==> src/rtl/pio_pkg.sv <==
// package: constants and types for the pmic io pin logic
package pio_pkg;
  // buffer type codes for the second output
  localparam logic       BUF_OPEN_DRAIN = 1'b0;
  localparam logic       BUF_PUSH_PULL  = 1'b1;
  // function select codes for the first pin
  localparam logic       FN_GP_OUTPUT   = 1'b0;
  localparam logic       FN_RESET_INPUT = 1'b1;
  // reset values
  localparam logic       RST_USER_BIT   = 1'b1;
  localparam logic       RST_PWR_GOOD   = 1'b0;
  localparam logic       RST_PIN_LEVEL  = 1'b1;
  localparam logic [1:0] RST_SYNC       = 2'b11;
  localparam logic       RST_LATCH      = 1'b0;
  // pass-through mode versus latched mode of the memory reset path
  typedef enum logic [1:0] {
    PIO_MODE_PASS  = 2'b01,
    PIO_MODE_LATCH = 2'b10
  } pio_ddr_mode_e;
endpackage

==> src/rtl/pio_pins.sv <==
// io pin logic: memory reset in/out pins and core rail reset pin
//
// Function
// - two two-way pins and one output pin, set by stored and user bits
// - select 0: first pin open-drain, low for user bit 0, released for 1
// - first pin as output follows its user bit or the power sequencer
// - select 1: first pin is host memory reset, latched or passed to second pin
// - select 0, buffer 0: second pin open-drain from its user bit
// - select 0, buffer 1: second pin push-pull from its user bit
// - select 1: second pin ignores user bit, driven from first pin and power good
// - second pin buffer is open-drain or push-pull
// - third pin as output is open-drain from its user bit or sequencer
// - third pin alternate use resets only the two core buck converters
// - enable 0: third pin output from user bit; enable 1: active-low reset input
// - falling edge on third pin restores only the two core buck voltages
// - select 1 makes first pin an input and second pin an output
// - power good is low after reset and low when all rails are off
`timescale 1ns/1ps
`default_nettype none
module pio_pins (
  input  wire logic clk_in,
  input  wire logic rst_in,
  input  wire logic clk_en_in,
  // stored selection bits
  input  wire logic pin_one_function_select_in,
  input  wire logic out_two_buffer_type_in,
  input  wire logic core_rail_reset_enable_in,
  input  wire logic ddr_latch_mode_in,
  // user bits and sequencer controls
  input  wire logic pin_one_user_bit_in,
  input  wire logic pin_two_user_bit_in,
  input  wire logic pin_three_user_bit_in,
  input  wire logic pin_one_seq_ctrl_in,
  input  wire logic pin_one_seq_level_in,
  input  wire logic pin_three_seq_ctrl_in,
  input  wire logic pin_three_seq_level_in,
  input  wire logic latch_clear_in,
  // power state
  input  wire logic rails_power_good_in,
  input  wire logic any_rail_enabled_in,
  // pins
  input  wire logic ddr_reset_in_pin_in,
  output var  logic ddr_reset_in_pin_out,
  output var  logic ddr_reset_in_pin_oe_out,
  output var  logic ddr_reset_out_pin_out,
  output var  logic ddr_reset_out_pin_oe_out,
  input  wire logic dcdc_reset_pin_in,
  output var  logic dcdc_reset_pin_out,
  output var  logic dcdc_reset_pin_oe_out,
  // status and core rail reset
  output var  logic main_power_good_out,
  output var  logic core_buck_a_restore_out,
  output var  logic core_buck_b_restore_out
);
  logic          ddr_in_s;
  logic          dcdc_s;
  logic          dcdc_prev_q;
  logic          dcdc_prev_d;
  logic          pwr_good_q;
  logic          pwr_good_d;
  logic          latch_q;
  logic          latch_d;
  logic          restore_q;
  logic          restore_d;
  logic          one_lvl_q;
  logic          one_lvl_d;
  logic          one_oe_q;
  logic          one_oe_d;
  logic          two_lvl_q;
  logic          two_lvl_d;
  logic          two_oe_q;
  logic          two_oe_d;
  logic          three_lvl_q;
  logic          three_lvl_d;
  logic          three_oe_q;
  logic          three_oe_d;
  logic          one_level;
  logic          two_level;
  logic          three_level;
  pio_pkg::pio_ddr_mode_e mode;

  // pins come from outside the clock domain
  pio_sync u_sync_ddr (
    .clk_in (clk_in),
    .rst_in (rst_in),
    .en_in  (clk_en_in),
    .d_in   (ddr_reset_in_pin_in),
    .q_out  (ddr_in_s)
  );

  pio_sync u_sync_dcdc (
    .clk_in (clk_in),
    .rst_in (rst_in),
    .en_in  (clk_en_in),
    .d_in   (dcdc_reset_pin_in),
    .q_out  (dcdc_s)
  );

  always_comb begin
    mode = ddr_latch_mode_in ? pio_pkg::PIO_MODE_LATCH : pio_pkg::PIO_MODE_PASS;
    pwr_good_d = rails_power_good_in & any_rail_enabled_in;
    one_level = pin_one_seq_ctrl_in ? pin_one_seq_level_in : pin_one_user_bit_in;
    three_level = pin_three_seq_ctrl_in ? pin_three_seq_level_in : pin_three_user_bit_in;
    // latch host reset; a low is held until cleared, the low wins over a clear
    latch_d = latch_q;
    if (!ddr_in_s) begin
      latch_d = 1'b1;
    end else if (latch_clear_in) begin
      latch_d = 1'b0;
    end
    // second pin from input and power good in select 1, from its user bit in select 0
    if (pin_one_function_select_in == pio_pkg::FN_RESET_INPUT) begin
      unique case (mode)
        pio_pkg::PIO_MODE_PASS:  two_level = pwr_good_q & ddr_in_s;
        pio_pkg::PIO_MODE_LATCH: two_level = pwr_good_q & ~latch_q;
      endcase
    end else begin
      two_level = pin_two_user_bit_in;
    end
    one_lvl_d = 1'b0;
    one_oe_d  = (pin_one_function_select_in == pio_pkg::FN_GP_OUTPUT) & ~one_level;
    // buffer type picks drive style
    // open-drain keeps the data line low so a released pin never drives high
    two_lvl_d = (out_two_buffer_type_in == pio_pkg::BUF_PUSH_PULL) & two_level;
    two_oe_d  = (out_two_buffer_type_in == pio_pkg::BUF_PUSH_PULL) | ~two_level;
    three_lvl_d = 1'b0;
    three_oe_d  = ~core_rail_reset_enable_in & ~three_level;
    dcdc_prev_d = dcdc_s;
    restore_d   = core_rail_reset_enable_in & dcdc_prev_q & ~dcdc_s;
  end

  always_ff @(posedge clk_in or posedge rst_in) begin
    if (rst_in) begin
      pwr_good_q  <= pio_pkg::RST_PWR_GOOD;
      latch_q     <= pio_pkg::RST_LATCH;
      dcdc_prev_q <= pio_pkg::RST_PIN_LEVEL;
      restore_q   <= 1'b0;
      one_lvl_q   <= 1'b0;
      one_oe_q    <= 1'b0;
      two_lvl_q   <= 1'b0;
      two_oe_q    <= 1'b0;
      three_lvl_q <= 1'b0;
      three_oe_q  <= 1'b0;
    end else if (clk_en_in) begin
      pwr_good_q  <= pwr_good_d;
      latch_q     <= latch_d;
      dcdc_prev_q <= dcdc_prev_d;
      restore_q   <= restore_d;
      one_lvl_q   <= one_lvl_d;
      one_oe_q    <= one_oe_d;
      two_lvl_q   <= two_lvl_d;
      two_oe_q    <= two_oe_d;
      three_lvl_q <= three_lvl_d;
      three_oe_q  <= three_oe_d;
    end
  end

  assign ddr_reset_in_pin_out     = one_lvl_q;
  assign ddr_reset_in_pin_oe_out  = one_oe_q;
  assign ddr_reset_out_pin_out    = two_lvl_q;
  assign ddr_reset_out_pin_oe_out = two_oe_q;
  assign dcdc_reset_pin_out       = three_lvl_q;
  assign dcdc_reset_pin_oe_out    = three_oe_q;
  assign main_power_good_out      = pwr_good_q;
  assign core_buck_a_restore_out  = restore_q;
  assign core_buck_b_restore_out  = restore_q;
endmodule
`default_nettype wire

==> src/rtl/pio_sync.sv <==
// two flip-flop synchroniser for one pin level
`timescale 1ns/1ps
`default_nettype none
module pio_sync (
  input  wire logic clk_in,
  input  wire logic rst_in,
  input  wire logic en_in,
  input  wire logic d_in,
  output var  logic q_out
);
  logic [1:0] sync_q;
  logic [1:0] sync_d;

  always_comb begin
    sync_d = en_in ? {sync_q[0], d_in} : sync_q;
  end

  always_ff @(posedge clk_in or posedge rst_in) begin
    if (rst_in) begin
      sync_q <= pio_pkg::RST_SYNC;
    end else begin
      sync_q <= sync_d;
    end
  end

  assign q_out = sync_q[1];
endmodule
`default_nettype wire
==> config.mk <==
export PLATFORM = sky130hd
export DESIGN_NAME = pio_pins
export DESIGN_NICKNAME = d
export VERILOG_FILES = /design/src/rtl/pio_pkg.sv /design/src/rtl/pio_pins.sv /design/src/rtl/pio_sync.sv
export SDC_FILE = /design/constraint.sdc
export NUM_CORES = 1
export LEC_CHECK = 0
export ABC_AREA = 1
export BUFFER_PORTS_ARGS = -buffer_cell sky130_fd_sc_hd__buf_2
export CAP_MARGIN = 20
export CELL_PAD_IN_SITES_DETAIL_PLACEMENT = 0
export CELL_PAD_IN_SITES_GLOBAL_PLACEMENT = 1
export CORE_MARGIN = 4
export CORE_UTILIZATION = 29
export CTS_BUF_LIST = sky130_fd_sc_hd__clkbuf_2 sky130_fd_sc_hd__clkbuf_4 sky130_fd_sc_hd__clkbuf_8
export CTS_CLUSTER_DIAMETER = 200
export CTS_CLUSTER_SIZE = 40
export DETAILED_ROUTE_END_ITERATION = 16
export GPL_ROUTABILITY_DRIVEN = 0
export PLACE_DENSITY_LB_ADDON = 0.1
export SETUP_SLACK_MARGIN = 0.5
export SLEW_MARGIN = 20
export SYNTH_ARGS = -nofsm -noshare
export SYNTH_HDL_FRONTEND = slang
export SYNTH_SLANG_ARGS = --single-unit
==> constraint.sdc <==
create_clock -name clk_in -period 0.91 [get_ports clk_in]
set_input_delay 0.273 -clock clk_in [delete_from_list [all_inputs] [get_ports clk_in]]
set_output_delay 0.273 -clock clk_in [all_outputs]
set_load 0.02 [all_outputs]
# After elaboration in Yosys (flattened, before gate mapping)
# Index checks and enable logic that the tools add are counted.
word_totals:
  input_bits: 19
  wordCells: 37
  regBits: 12
  output_inout_bits: 9
classes:
  n_eq_ne: 3
  n_bitwise: 16
  muxes: 7
  reduce_logical: 1
ops:
  columns: ["cell", "count"]
  rows:
  - ["1-bit AND", 8]
  - ["1-bit inverter", 7]
  - ["1-bit two-way mux", 5]
  - ["2-bit by 1-bit equality test with 1-bit output (second input constant)", 1]
  - ["2-bit equality test (second input constant)", 1]
  - ["2-bit two-way mux", 1]
  - ["2-bit != test (second input constant)", 1]
  - ["1-bit case mux with 2 select lines", 1]
  - ["2-bit AND reduction", 1]
  - ["1-bit OR", 1]

# Depth between registers and ports, before layout
depth:
  word_depth: 6
  mapped_depth: 6
  depth_no_buf: 6

# Cells and area by module
# Synthesis repeated with hierarchy kept, for this count alone.
hier_totals:
  hier_cells: 77
  hier_area_um2: 596.8
by_module_without_submodules:
  columns: ["mod", "n_inst", "area_each_um2", "cells_each"]
  rows:
  - ["pio_pins", 1, 431.7, 57]
  - ["pio_sync", 2, 82.6, 10]

# Worst setup path before layout
# OpenSTA, ideal clock, no wires.
synth_path:
  path_kind: "register to output"
  startpoint: "register restore_q, in the netlist core_buck_a_restore_out"
  endpoint: "output core_buck_b_restore_out"
  n_path_buf: 1
  t_required_ns: 0.637
  path_stages_with_launch: 2
  slack_ns: 0.011
  arrival_ns: 0.626
  cell_sequence: "dfrtp_1 -> buf_4"
synth_rtl:
  columns: ["item", "line_no", "text"]
  rows:
  - ["from (decl)", "pio_pins.sv:63", "logic restore_q;"]
  - ["from (signal assigned)", "pio_pins.sv:148", "restore_q <= restore_d;"]
  - ["to (decl)", "pio_pins.sv:53", "output var logic core_buck_b_restore_out"]
# No word-level cell between the ends.

# Worst setup path in the final report
layout_path:
  startpoint: "register restore_q, in the netlist core_buck_a_restore_out"
  endpoint: "output core_buck_b_restore_out"
# No word-level cell between the ends.

==> flow_summary.toml <==
[status]
outcome = "finished, violations left"
violations = "negative hold slack, negative setup slack"

[worst_setup_path]
cp_num_buf_inv = 1
cpMaxStageDelayCell = "dfrtp_2"
endpoint_kind = "output port"
worstPathArrival_ps = 820
slowest_delay_ps = 430
crit_family = "flip-flops"
critical_path_class = "register to output port"
crit_path_start_kind = "register"
crit_chain = "buf_6"
worst-path-max-fanout = 3
crit_required_ps = 640

[synthesis]
synth_top_area_cell = "dfrtp_1"
syn_area_sq_um = 578.1
synth_cell_types = 15
yosysTopAreaCellShare_pct = 30.30
synth_flop_cell = "dfrtp_1"
yosys_register_bits = 12
syn_inst = 71
synth-async-reset-ratio_pct = 100.0
ys_warn_count = 0
synth_top_cells_by_count = "nand2_1 (28), inv_1 (9), dfrtp_1 (7)"
synth-edff-count = 0
yosysMostFrequentCell = "nand2_1"
avgSynthCellArea_sq_um = 8.142
seq_area_frac_synth_pct = 53.03
synth_area_leaders = "dfrtp_1 (30%), dfstp_2 (23%), nand2_1 (18%), inv_1 (5.8%), nand3_1 (4.3%)"

[detailed_routing]
drt-initial-drc-count = 7
routedWlPerCell_um = 9.748
ant_nets = 0
drcViolationCount = 0
vias_per_cell = 4.094
num_vias = 520
dr.pass1.iters = 4
drt-total-wl_mm = 1.238

[floorplan]
core_sq_mm = 0.001802
rows = 15
die_area_sq_mm = 0.002772
ioPinCount = 28
dieHeight_um = 52.65
die_x_um = 52.65
start_util_pct = 32.08

[sta]
max_freq_mhz = 915.5
period_share_pct = 120.0
fin_crit_ps = 1092
hold_viol = 7
holdWs_ps = -61.32
rsz0062_at_grt = "yes"
finalSetupViolations = 9
skew_ps = 0.4238
tns_ps = -1282
setup_ws_ps = -182.3
final_max_slew_viol_count = 0

[cells_and_area]
fillers = 192
antennaDiodeCount = 0
finalNonFillerCells = 127
syn_to_final_growth_pct = 46.75
layout-drive-gt1-share_pct = 55.88
fin_area_sq_um = 848.3
final_net_count = 122

[clock_tree]
clock_latency_ps = 270
cts.clk_slew.worst_paths_ps = 80
cts_tree = "done"
cts_sinks = 12
root_buffer = "clkbuf_4"
max-clock-path-buffers = 2
numCtsBuffers = 3
htreeDepth = 1

[global_route]
grtUsageMet3_pct = 3.704
grtUsageMet2_pct = 16.94
antenna_found_initial = 0
grt.overflow.total = 0
track_usage_pct = 10.45
grt_pass1_wl_mm = 2.104
grt_max_degree = 13
gr-usage-met1_pct = 12.57
grt-busiest-layer = "met2"
first_global_vias = 494

[power_and_ir_drop]
powerDensity_mw_per_mm2 = 1547
vdd_drop_max_mv = 0.8177
power.leakage_nw = 0.4509

[placement]
pre_cts_ws_ps = 3.671
dp_hpwl_um = 928.7
dp_cells = 121
placed_area_sq_um = 739.5
port-buffer-count = 25

[job]
maxCapViolCount = 0

[worst_hold_path]
holdCritPathClass = "input pin to async pin"
-- report_power, final --
group	leakage (nW)	switching (mW)	internal (mW)	total, mW
combinational	0.300	0.156	0.150	0.306
sequential	0.132	0.0354	0.607	0.642
clock	0.0184	0.165	0.199	0.364
total	0.451	0.356	0.956	1.31
-- layout by cell type, fill, tap and decap left out --
cell type,netlist,layout
inv_2,1,3
nor2_1,1,1
nand3_2,0,2
nand3_1,5,3
dfstp_2,5,5
buf_2,0,18
inv_1,9,6
clkbuf_4,0,4
nand2_2,2,4
o21ai_1,0,4
conb_1,1,2
dfrtp_1,7,2
buf_6,1,8
a21oi_2,1,1
o21a_1,1,1
nand2_1,28,26
buf_4,3,4
dfrtp_2,0,5
o21ai_2,1,2
clkinvlp_4,0,1
-- per-stage QoR --
stage / hold WS, ps / power (mW) / util, %
floorplan: 72.98 / 0.8036 / -
global placement: 238.1 / 0.8949 / 41.04
detailed placement: 235.6 / 0.8955 / 41.04
CTS: -64.08 / 1.334 / 46.53
global route: -54.79 / 1.407 / 47.08
finish: -61.32 / 1.312 / 47.08
-- sequential cells by signal, summed over array words and instances (netlist names) --
signal / cells
core_buck_a_restore_out: 1
dcdc_prev_q: 1
dcdc_reset_pin_oe_out: 1
ddr_reset_in_pin_oe_out: 1
ddr_reset_out_pin_oe_out: 1
ddr_reset_out_pin_out: 1
latch_q: 1
main_power_good_out: 1
u_sync_dcdc.sync_q: 2
u_sync_ddr.sync_q: 2
-- what timing repair did --
item / in CTS / in global routing
setup endpoints to repair: 19 / 19
setup buffers: 1 / 1
gates resized for setup: 19 / 1
pin swaps: 1 / 1
cloned: 0 / 0
hold endpoints to repair: 7 / 7
-- layout make-up --
| type | count | area (sq um) | share of cell area, % |
|---|---|---|---|
| sequential | 12 | 312.8 | 36.87 |
| multi-input combinational | 46 | 222.7 | 26.25 |
| timing repair buffer | 30 | 210.2 | 24.78 |
| inverter | 10 | 41.29 | 4.867 |
| tap | 25 | 31.28 | 3.687 |
| clock buffer | 4 | 30.03 | 3.540 |
-- metal layers --
layer | up-vias | part of all wire, %
li1 | 271 | -
met2 | 24 | 42
met3 | 2 | 10
met4 | 0 | 0.97
met5 | - | 0
met1 | 223 | 46
-- kinds of logic after synthesis --
logic type	count (synthesis)	share of synthesized area, %
DFF	12	53.03
other	1	0.6487
buffers and inverters	14	12.34
and+or+nand+nor	36	25.32
AOI/OAI and AO/OA	8	8.658
-- path summary, 6_finish.rpt --
check | startpoint | endpoint | slack [ps] | cells past startpoint
worst max-delay path | core_buck_a_restore_out | core_buck_b_restore_out | -180 | 1
worst min-delay path | rst_in | main_power_good_out | -60 | 2
worst max register to register | main_power_good_out | ddr_reset_out_pin_out | -60 | 7
worst min register to register | u_sync_dcdc.sync_q[1] | u_sync_dcdc.sync_q[1] | 470 | 2
max in group asynchronous | rst_in | u_sync_dcdc.sync_q[1] | 710 | 2
min in group clk_in | ddr_reset_in_pin_in | u_sync_ddr.sync_q[0] | 200 | 3
Power figures use the tool's default switching activity.
